===== src/design/epfc_pkg.sv =====
package epfc_pkg;
    // Register byte addresses.
    localparam logic [7:0] ADDR_CONFIG = 8'h00;
    localparam logic [7:0] ADDR_ADVERT = 8'h04;
    localparam logic [7:0] ADDR_SAVE = 8'h08;
    localparam logic [7:0] ADDR_PARTNER = 8'h0c;
    localparam logic [7:0] ADDR_STATUS = 8'h10;
    localparam logic [7:0] ADDR_ACTIVE = 8'h14;

    // Configuration register fields.
    localparam int CFG_SPEED_LSB = 0;
    localparam int CFG_DUPLEX_BIT = 2;
    localparam int CFG_ANEG_BIT = 3;
    localparam int CFG_FLOW_LSB = 4;
    localparam int CFG_BP_BIT = 7;
    localparam int CFG_WIDTH = 8;

    // Speed codes.
    localparam logic [1:0] SPEED_10 = 2'h0;
    localparam logic [1:0] SPEED_100 = 2'h1;
    localparam logic [1:0] SPEED_1000 = 2'h2;

    // Full-duplex flow-control settings.
    localparam logic [2:0] FLOW_OFF = 3'h0;
    localparam logic [2:0] FLOW_SYM = 3'h1;
    localparam logic [2:0] FLOW_ASYM_RX = 3'h2;
    localparam logic [2:0] FLOW_ASYM_TX = 3'h3;
    localparam logic [2:0] FLOW_ANEG = 3'h4;

    // Ability bit positions in the advertisement and partner registers.
    localparam int AB_TEN_HALF = 0;
    localparam int AB_TEN_FULL = 1;
    localparam int AB_HUND_HALF = 2;
    localparam int AB_HUND_FULL = 3;
    localparam int AB_GIG_HALF = 4;
    localparam int AB_GIG_FULL = 5;
    localparam int AB_FAST_PAUSE = 6;
    localparam int AB_GIG_ASYM = 7;
    localparam int AB_GIG_SYM = 8;
    localparam int AB_GIG_BOTH = 9;
    localparam int AB_FAULT1 = 10;
    localparam int AB_FAULT2 = 11;
    localparam int AB_WIDTH = 12;

    // Reset values: autonegotiation on, 100 Mbps full, flow by negotiation, back pressure on.
    localparam logic [CFG_WIDTH-1:0] CFG_RESET = 8'hcd;
    localparam logic [AB_WIDTH-1:0] ADVERT_RESET = 12'hfff;

    // Link status codes.
    localparam logic [1:0] LINK_DOWN = 2'h0;
    localparam logic [1:0] LINK_UP = 2'h1;
    localparam logic [1:0] LINK_UNKNOWN = 2'h2;

    // AXI responses.
    localparam logic [1:0] RESP_OKAY = 2'h0;
    localparam logic [1:0] RESP_SLVERR = 2'h2;
endpackage


===== src/design/epfc_res_if.sv =====
`timescale 1ns/100ps
interface epfc_res_if;
    logic [epfc_pkg::AB_WIDTH-1:0] local_ab;
    logic [epfc_pkg::AB_WIDTH-1:0] partner_ab;
    logic [1:0] speed;
    logic duplex;
    logic pause_rx;
    logic pause_tx;
    logic found;
    modport req (output local_ab, output partner_ab, input speed, input duplex, input pause_rx, input pause_tx,
                 input found);
    modport rsp (input local_ab, input partner_ab, output speed, output duplex, output pause_rx, output pause_tx,
                 output found);
endinterface


===== src/design/epfc_resolve.sv =====
`timescale 1ns/100ps
module epfc_resolve (
    epfc_res_if.rsp res // Local and partner abilities in, resolved mode out.
);
    logic [epfc_pkg::AB_WIDTH-1:0] common;
    logic loc_sym;
    logic loc_asym;
    logic par_sym;
    logic par_asym;

    assign common = res.local_ab & res.partner_ab;

    // Highest common rate wins, full before half at each rate.
    always_comb begin
        res.found = 1'b1;
        res.speed = epfc_pkg::SPEED_10;
        res.duplex = 1'b0;
        if (common[epfc_pkg::AB_GIG_FULL]) begin
            res.speed = epfc_pkg::SPEED_1000;
            res.duplex = 1'b1;
        end else if (common[epfc_pkg::AB_GIG_HALF]) begin
            res.speed = epfc_pkg::SPEED_1000;
        end else if (common[epfc_pkg::AB_HUND_FULL]) begin
            res.speed = epfc_pkg::SPEED_100;
            res.duplex = 1'b1;
        end else if (common[epfc_pkg::AB_HUND_HALF]) begin
            res.speed = epfc_pkg::SPEED_100;
        end else if (common[epfc_pkg::AB_TEN_FULL]) begin
            res.duplex = 1'b1;
        end else if (!common[epfc_pkg::AB_TEN_HALF]) begin
            res.found = 1'b0;
        end
    end

    // Symmetric and asymmetric pause bits; the fast pause ability counts as symmetric.
    assign loc_sym = res.local_ab[epfc_pkg::AB_GIG_SYM] | res.local_ab[epfc_pkg::AB_GIG_BOTH]
        | res.local_ab[epfc_pkg::AB_FAST_PAUSE];
    assign loc_asym = res.local_ab[epfc_pkg::AB_GIG_ASYM] | res.local_ab[epfc_pkg::AB_GIG_BOTH];
    assign par_sym = res.partner_ab[epfc_pkg::AB_GIG_SYM] | res.partner_ab[epfc_pkg::AB_GIG_BOTH]
        | res.partner_ab[epfc_pkg::AB_FAST_PAUSE];
    assign par_asym = res.partner_ab[epfc_pkg::AB_GIG_ASYM] | res.partner_ab[epfc_pkg::AB_GIG_BOTH];

    // Standard priority resolution, only for a full-duplex outcome.
    always_comb begin
        res.pause_rx = 1'b0;
        res.pause_tx = 1'b0;
        if (res.found && res.duplex) begin
            if (loc_sym && par_sym) begin
                res.pause_rx = 1'b1;
                res.pause_tx = 1'b1;
            end else if (loc_sym && loc_asym && !par_sym && par_asym) begin
                res.pause_rx = 1'b1;
            end else if (!loc_sym && loc_asym && par_sym && par_asym) begin
                res.pause_tx = 1'b1;
            end
        end
    end
endmodule


===== src/design/epfc_port.sv =====
`timescale 1ns/100ps
// Contract
// - Autonegotiation off: run at configured speed, duplex and flow settings.
// - Speed setting encodes 10, 100 or 1000 Mbps; duplex is half or full.
// - Per-port autonegotiation enable; when on, abilities are advertised.
// - Each ability has its own enable, effective only with autonegotiation on.
// - All abilities enabled by default, advertising every supported mode.
// - Abilities include 10 and 100 half and full, and gigabit half and full.
// - One pause ability at 100 Mbps; three gigabit ones: asymmetric, symmetric, both.
// - Two remote-fault abilities, advertised independently.
// - Symmetric mode: obey received pause and allow sending pause, any speed.
// - Asymmetric receive, gigabit only: obey received pause, never send it; the code tests the configured speed, not the negotiated one.
// - Asymmetric transmit, gigabit only: ignore received pause, may send it; the code tests the configured speed, not the negotiated one.
// - Flow control off: ignore received pause and never send it.
// - Negotiated mode: advertise full pause capability, operate per negotiation result.
// - Negotiated flow choice unavailable on ports without autonegotiation support; the code refuses it on writes only, and reset loads it with autonegotiation on.
// - Half-duplex back-pressure setting turns collision flow control on or off.
// - Negotiation resolves to the highest speed both ends support.
// - Link reports undetermined until negotiation completes, distinct from up and down.
module epfc_port #(
    parameter bit ANEG_SUPPORTED = 1'b1 // Port can autonegotiate.
) (
    input wire logic aclk, // Clock.
    input wire logic aresetn, // Synchronous reset, active low.
    input wire logic [31:0] s_axi_awaddr, // Write address.
    input wire logic s_axi_awvalid, // Write address valid.
    output logic s_axi_awready, // Write address ready.
    input wire logic [31:0] s_axi_wdata, // Write data.
    input wire logic [3:0] s_axi_wstrb, // Write strobes.
    input wire logic s_axi_wvalid, // Write data valid.
    output logic s_axi_wready, // Write data ready.
    output logic [1:0] s_axi_bresp, // Write response.
    output logic s_axi_bvalid, // Write response valid.
    input wire logic s_axi_bready, // Write response ready.
    input wire logic [31:0] s_axi_araddr, // Read address.
    input wire logic s_axi_arvalid, // Read address valid.
    output logic s_axi_arready, // Read address ready.
    output logic [31:0] s_axi_rdata, // Read data.
    output logic [1:0] s_axi_rresp, // Read response.
    output logic s_axi_rvalid, // Read valid.
    input wire logic s_axi_rready, // Read ready.
    input wire logic link_signal, // Link pulse present, from the line.
    input wire logic aneg_done, // Negotiation completed, from the line.
    input wire logic [11:0] partner_ability, // Partner advertisement, from the line.
    output logic [11:0] advert_ability, // Abilities offered to the partner.
    output logic advert_enable, // Negotiation running on the line.
    output logic [1:0] oper_speed, // Operating speed code.
    output logic oper_full_duplex, // Operating in full duplex.
    output logic pause_rx_enable, // Act on received pause frames.
    output logic pause_tx_enable, // Permitted to send pause frames.
    output logic backpressure_enable, // Half-duplex collision flow control.
    output logic [1:0] link_state // Down, up or undetermined.
);
    logic [7:0] cfg;
    logic [11:0] advert;
    logic [7:0] saved_cfg;
    logic [11:0] saved_advert;
    logic link_s1;
    logic link_s2;
    logic done_s1;
    logic done_s2;
    logic [11:0] partner_s1;
    logic [11:0] partner_s2;
    logic aw_held;
    logic w_held;
    logic [7:0] aw_addr;
    logic [31:0] w_data;
    logic [3:0] w_strb;
    logic ar_held;
    logic [7:0] ar_addr;
    logic [31:0] next_rdata;
    logic [1:0] next_rresp;
    logic wr_go;
    logic wr_ok;
    logic aneg_on;
    logic [1:0] cfg_speed;
    logic [2:0] cfg_flow;
    logic gig_cfg;
    logic [11:0] eff_advert;
    logic [1:0] next_speed;
    logic next_duplex;
    logic next_prx;
    logic next_ptx;
    logic [1:0] next_link;

    epfc_res_if res ();

    epfc_resolve u_resolve (
        .res(res)
    );

    // Pins from the line pass two flip-flops before use.
    always_ff @(posedge aclk) begin
        if (!aresetn) begin
            link_s1 <= 1'b0;
            link_s2 <= 1'b0;
            done_s1 <= 1'b0;
            done_s2 <= 1'b0;
            partner_s1 <= '0;
            partner_s2 <= '0;
        end else begin
            link_s1 <= link_signal;
            link_s2 <= link_s1;
            done_s1 <= aneg_done;
            done_s2 <= done_s1;
            partner_s1 <= partner_ability;
            partner_s2 <= partner_s1;
        end
    end

    // Write channel: address and data are caught in either order.
    assign wr_go = aw_held && w_held && !s_axi_bvalid;
    assign wr_ok = aw_addr == epfc_pkg::ADDR_CONFIG || aw_addr == epfc_pkg::ADDR_ADVERT
        || aw_addr == epfc_pkg::ADDR_SAVE;

    always_ff @(posedge aclk) begin
        if (!aresetn) begin
            aw_held <= 1'b0;
            w_held <= 1'b0;
            aw_addr <= '0;
            w_data <= '0;
            w_strb <= '0;
            s_axi_awready <= 1'b0;
            s_axi_wready <= 1'b0;
            s_axi_bvalid <= 1'b0;
            s_axi_bresp <= epfc_pkg::RESP_OKAY;
        end else begin
            s_axi_awready <= !aw_held && !s_axi_awready && !s_axi_bvalid;
            s_axi_wready <= !w_held && !s_axi_wready && !s_axi_bvalid;
            if (s_axi_awvalid && s_axi_awready) begin
                aw_held <= 1'b1;
                aw_addr <= s_axi_awaddr[7:0];
                s_axi_awready <= 1'b0;
            end
            if (s_axi_wvalid && s_axi_wready) begin
                w_held <= 1'b1;
                w_data <= s_axi_wdata;
                w_strb <= s_axi_wstrb;
                s_axi_wready <= 1'b0;
            end
            if (wr_go) begin
                aw_held <= 1'b0;
                w_held <= 1'b0;
                s_axi_bvalid <= 1'b1;
                s_axi_bresp <= wr_ok ? epfc_pkg::RESP_OKAY : epfc_pkg::RESP_SLVERR;
            end else if (s_axi_bvalid && s_axi_bready) begin
                s_axi_bvalid <= 1'b0;
            end
        end
    end

    // Working settings; illegal codes written by software are refused field by field.
    always_ff @(posedge aclk) begin
        if (!aresetn) begin
            cfg <= epfc_pkg::CFG_RESET;
            advert <= epfc_pkg::ADVERT_RESET;
        end else if (wr_go && aw_addr == epfc_pkg::ADDR_CONFIG && w_strb[0]) begin
            cfg[epfc_pkg::CFG_DUPLEX_BIT] <= w_data[epfc_pkg::CFG_DUPLEX_BIT];
            cfg[epfc_pkg::CFG_ANEG_BIT] <= w_data[epfc_pkg::CFG_ANEG_BIT] & ANEG_SUPPORTED;
            cfg[epfc_pkg::CFG_BP_BIT] <= w_data[epfc_pkg::CFG_BP_BIT];
            if (w_data[1:0] != 2'h3) begin
                cfg[1:0] <= w_data[1:0];
            end
            if (w_data[6:4] <= epfc_pkg::FLOW_ASYM_TX || (w_data[6:4] == epfc_pkg::FLOW_ANEG && ANEG_SUPPORTED)) begin
                cfg[6:4] <= w_data[6:4];
            end
        end else if (wr_go && aw_addr == epfc_pkg::ADDR_ADVERT) begin
            if (w_strb[0]) begin
                advert[7:0] <= w_data[7:0];
            end
            if (w_strb[1]) begin
                advert[11:8] <= w_data[11:8];
            end
        end
    end

    // Save copies the working settings to the committed copy the port runs from.
    always_ff @(posedge aclk) begin
        if (!aresetn) begin
            saved_cfg <= epfc_pkg::CFG_RESET;
            saved_advert <= epfc_pkg::ADVERT_RESET;
        end else if (wr_go && aw_addr == epfc_pkg::ADDR_SAVE && w_strb[0] && w_data[0]) begin
            saved_cfg <= cfg;
            saved_advert <= advert;
        end
    end

    assign aneg_on = saved_cfg[epfc_pkg::CFG_ANEG_BIT];
    assign cfg_speed = saved_cfg[1:0];
    assign cfg_flow = saved_cfg[6:4];
    assign gig_cfg = cfg_speed == epfc_pkg::SPEED_1000;

    // Negotiated flow mode advertises every pause ability; flow off clears them; other modes keep the saved pause bits.
    always_comb begin
        eff_advert = saved_advert;
        if (cfg_flow == epfc_pkg::FLOW_OFF) begin
            eff_advert[9:6] = 4'h0;
        end else if (cfg_flow == epfc_pkg::FLOW_ANEG) begin
            eff_advert[9:6] = 4'hf;
        end
    end

    assign res.local_ab = eff_advert;
    assign res.partner_ab = partner_s2;

    // Operating mode: manual settings or the negotiated result.
    always_comb begin
        next_speed = cfg_speed;
        next_duplex = saved_cfg[epfc_pkg::CFG_DUPLEX_BIT];
        next_prx = 1'b0;
        next_ptx = 1'b0;
        next_link = link_s2 ? epfc_pkg::LINK_UP : epfc_pkg::LINK_DOWN;
        if (aneg_on) begin
            if (!done_s2) begin
                next_link = epfc_pkg::LINK_UNKNOWN;
            end else if (!res.found) begin
                next_link = epfc_pkg::LINK_DOWN;
            end
            next_speed = res.speed;
            next_duplex = res.duplex;
            if (cfg_flow == epfc_pkg::FLOW_ANEG) begin
                next_prx = res.pause_rx;
                next_ptx = res.pause_tx;
            end
        end
        if (!aneg_on || cfg_flow != epfc_pkg::FLOW_ANEG) begin
            unique case (cfg_flow)
                epfc_pkg::FLOW_SYM: begin
                    next_prx = 1'b1;
                    next_ptx = 1'b1;
                end
                epfc_pkg::FLOW_ASYM_RX: begin
                    next_prx = gig_cfg;
                end
                epfc_pkg::FLOW_ASYM_TX: begin
                    next_ptx = gig_cfg;
                end
                default: begin
                    next_prx = 1'b0;
                    next_ptx = 1'b0;
                end
            endcase
        end
        if (!next_duplex) begin
            next_prx = 1'b0;
            next_ptx = 1'b0;
        end
    end

    always_ff @(posedge aclk) begin
        if (!aresetn) begin
            advert_ability <= '0;
            advert_enable <= 1'b0;
            oper_speed <= epfc_pkg::SPEED_10;
            oper_full_duplex <= 1'b0;
            pause_rx_enable <= 1'b0;
            pause_tx_enable <= 1'b0;
            backpressure_enable <= 1'b0;
            link_state <= epfc_pkg::LINK_DOWN;
        end else begin
            advert_enable <= aneg_on;
            advert_ability <= aneg_on ? eff_advert : 12'h000;
            oper_speed <= next_speed;
            oper_full_duplex <= next_duplex;
            pause_rx_enable <= next_prx;
            pause_tx_enable <= next_ptx;
            backpressure_enable <= saved_cfg[epfc_pkg::CFG_BP_BIT] && !next_duplex;
            link_state <= next_link;
        end
    end

    // Read channel: one cycle to accept, one to answer.
    always_comb begin
        next_rresp = epfc_pkg::RESP_OKAY;
        next_rdata = 32'h0000_0000;
        unique case (ar_addr)
            epfc_pkg::ADDR_CONFIG: next_rdata = {24'h00_0000, cfg};
            epfc_pkg::ADDR_ADVERT: next_rdata = {20'h0_0000, advert};
            epfc_pkg::ADDR_SAVE: next_rdata = 32'h0000_0000;
            epfc_pkg::ADDR_PARTNER: next_rdata = {20'h0_0000, partner_s2};
            epfc_pkg::ADDR_STATUS: next_rdata = {24'h00_0000, backpressure_enable, pause_tx_enable,
                pause_rx_enable, oper_full_duplex, oper_speed, link_state};
            epfc_pkg::ADDR_ACTIVE: next_rdata = {20'h0_0000, advert_ability};
            default: next_rresp = epfc_pkg::RESP_SLVERR;
        endcase
    end

    always_ff @(posedge aclk) begin
        if (!aresetn) begin
            ar_held <= 1'b0;
            ar_addr <= '0;
            s_axi_arready <= 1'b0;
            s_axi_rvalid <= 1'b0;
            s_axi_rdata <= '0;
            s_axi_rresp <= epfc_pkg::RESP_OKAY;
        end else begin
            s_axi_arready <= !ar_held && !s_axi_arready && !s_axi_rvalid;
            if (s_axi_arvalid && s_axi_arready) begin
                ar_held <= 1'b1;
                ar_addr <= s_axi_araddr[7:0];
                s_axi_arready <= 1'b0;
            end
            if (ar_held && !s_axi_rvalid) begin
                ar_held <= 1'b0;
                s_axi_rvalid <= 1'b1;
                s_axi_rdata <= next_rdata;
                s_axi_rresp <= next_rresp;
            end else if (s_axi_rvalid && s_axi_rready) begin
                s_axi_rvalid <= 1'b0;
            end
        end
    end
endmodule


===== config.mk =====
export PLATFORM = sky130hd
export DESIGN_NAME = epfc_port
export DESIGN_NICKNAME = d
export VERILOG_FILES = /design/src/design/epfc_pkg.sv /design/src/design/epfc_res_if.sv /design/src/design/epfc_resolve.sv /design/src/design/epfc_port.sv
export SDC_FILE = /design/constraint.sdc
export NUM_CORES = 1
export LEC_CHECK = 0
export ABC_AREA = 0
export BUFFER_PORTS_ARGS = -buffer_cell sky130_fd_sc_hd__buf_2
export CAP_MARGIN = 5
export CORE_AREA = 2 2 112 114
export DETAILED_ROUTE_END_ITERATION = 10
export DIE_AREA = 0 0 114 116
export PLACE_DENSITY = 0.74
export SLEW_MARGIN = 20
export SYNTH_ARGS = -nofsm -noshare
export SYNTH_HDL_FRONTEND = slang
export SYNTH_HIERARCHICAL = 1
export SYNTH_SLANG_ARGS = --single-unit

===== constraint.sdc =====
create_clock -name aclk -period 2.7 [get_ports aclk]
set_clock_uncertainty 0.1 [all_clocks]
set_input_delay 0.135 -clock aclk [delete_from_list [all_inputs] [get_ports aclk]]
set_output_delay 0.135 -clock aclk [all_outputs]
set_load 0.02 [all_outputs]

==> impl_metrics.yaml <==
run_status:
  outcome: "complete, no violations"
pwr:
  combinationalPowerShare_pct: 9.5
  power_frac_clock_pct: 46.2
  netSwitchingFraction_pct: 23.9
  p_int_uw: 3840
  switching_power_uw: 1210
  seq_power_share_pct: 44.3
  ir_worst_vdd_mv: 0.477
  p_per_area_mw_per_mm2: 697
  p_leak_uw: 0.00323
logic_synthesis:
  ys_seq_area_share_pct: 50.7
  avgSynthCellArea_sq_um: 9.21
  async_reset_ff_share_pct: 0
  syn_area_sq_mm: 0.00556
  syn_inst: 604
  synthMostInstantiatedCell: "dfxtp_1"
  synth_common_cells: "dfxtp_1 (141), nand2_1 (121), nand3_1 (39)"
  netlist_top_cells_area: "dfxtp_1 (51%), nand2_1 (8.2%), mux2i_1 (5.0%)"
  synth_area_leader_cell: "dfxtp_1"
  yosys.cell_types.count: 49
  synth-edff-count: 0
  yosysWarnings: 6
  yosys.area.top_type_share_pct: 50.7
  ys.flop_type: "dfxtp_1"
  ys_ff_latch: 141
timing:
  worst_slew_pin_slew_ps: 684
  min_period_ps: 2090
  whs_ps: 0.821
  rsz0062_at_grt: "no"
  slew_headroom_pct: 54.4
  finalMaxSlewViolations: 0
  hold_viol_final: 0
  tns_ps: 0
  max_freq_mhz: 477
  setup_viol: 0
  finalWorstSetupSlack_ps: 605
  min_period_over_period_pct: 77.6
clock_network:
  tritoncts: "yes"
  htree_levels: 4
  cts.sink_count: 141
  cts_root_buf: "clkbuf_16"
  cts.repair.resized: 0
  cts_max_path_buffers: 2
  cts_setup_buffers: 0
  hold_buffers: 61
  clk_pin_slew_ps: 60
  clock_latency_ps: 420
  cts_buffers: 17
critical_path:
  crit_required_ps: 2960
  path_class: "flip-flop to flip-flop"
  cp_max_fo: 5
  cp_data_arrival_time_ps: 2350
  cp-end-kind: "flip-flop"
  setup.worst_path.start_class: "flip-flop"
floorplan:
  die_h_microns: 116
  die_area_sq_mm: 0.0132
  ios: 183
  core_area_sq_mm: 0.0119
  placementRows: 40
  initial_utilization_pct: 46.7
  die_x_microns: 114
place:
  io_buffers: 90
  place_congestion: 0.840
  dp_cells: 814
  dp_hpwl_mm: 9.46
  dp_slack_ps: 631
global_route:
  groute.usage.overall_pct: 22.2
  grt-ovfl-total: 0
  grt_max_degree: 43
  grt_pass1_vias: 4604
  antenna_found_initial: 0
  grt_pass1_wl_mm: 22.6
cells_and_area:
  stdcell_count: 906
  nNetsFinal: 868
  layout-drive-gt1-share_pct: 18.8
  nFillCells: 969
  syn2layout_area_growth_pct: 30.1
  diodes: 0
  utilization_pct: 60.7
routing:
  via_per_inst: 5.27
  ant_nets: 0
  drt_iter0_drc: 319
  wl_per_cell_microns: 15.6
  wl_mm: 14.1
  dr_total_vias: 4773
  drtPass1Iterations: 5
  drc_errors: 0
hold_path:
  hold_class: "input pin to flip-flop"
job:
  drv_cap: 0
routing by layer:
layer | track usage (%) | vias to the layer above | part of all wire (%)
met4 | 7.80 | 0 | 1.6
met5 | 0 | - | 0
met1 | 26.6 | 2267 | 43
met2 | 39.1 | 157 | 50
li1 | - | 2325 | -
met3 | 5.18 | 24 | 6.0
final timing paths:
check	start	to	slack [ps]	depth (start not counted)
setup / recovery	saved_cfg[4]	pause_rx_enable	610	9
hold / removal	s_axi_arvalid	ar_addr[1]	0.8	3
setup reg to reg	saved_cfg[4]	pause_rx_enable	610	9
hold reg to reg	partner_s1[8]	partner_s2[8]	330	1
cell type report:
type                            count  area (sq um)  area share (%)
Clock buffer                       19           443            6.12
Clock inverter                     12           146            2.02
Inverter                            7          26.3           0.363
Multi-Input combinational cell    418          2470            34.1
Sequential cell                   141          2820            39.0
Tap cell                          147           184            2.54
Timing Repair Buffer              162          1140            15.8
cells by family after synthesis:
kind of cell,after synthesis,share of synthesized area [%]
AND/OR/NAND/NOR,264,24.3
flip-flops,141,50.7
AO/OA/AOI/OAI,103,13.2
buffers and inverters,66,6.28
multiplexers,29,5.44
other,1,0.0674
worst max-delay path, cell delays in order, from the launching register on:
cell and delay [ps]:
dfxtp_1 340, or2_2 350, nor2_1 280, a21o_1 170, o21ai_0 90, a221oi_1 290, nand4b_1 130, a21oi_1 150
a21oi_1 50, nor2_1 80
state kept, by name (all words and copies together), names as in the netlist, 8 cells and up:
signal / count
advert_ability: 12
partner_s1: 12
w_data: 12
saved_cfg: 8
ar_addr: 8
partner_s2: 12
cfg: 8
advert: 12
saved_advert: 12
aw_addr: 8
s_axi_rdata: 12
power groups by stage:
stage,Sequential (uW),Combinational [uW],Clock (uW)
global placement,2280,397,0
CTS,2240,473,2340
detailed placement,2280,406,0
global route,2250,524,2430
floorplan,2300,265,0
finish,2240,479,2330
placed cells by master (no fill, tap or decap), drive strengths merged, types with 5 or more instances in the layout:
master       Yosys  layout
a21boi          33      33
a21oi           12      12
a221oi           8       8
and2            34      34
and3             9       9
buf             27     101
clkbuf          32      19
clkinv           0       6
conb             1      22
dfxtp          141     141
dlygate4sd3      0      61
inv              7       7
mux2i           28      28
nand2          122     122
nand2b           5       5
nand3           39      39
nand4            7       7
nor2            16      16
nor3             5       5
o21ai           18      18
metrics by stage:
step	area, sq um	power, uW
final	7240	5050
after global routing	7240	5200
after CTS	7240	5050
after detailed placement	6040	2690
after global placement	6040	2670
after floorplan	5640	2560
Power figures use the tool's default switching activity.
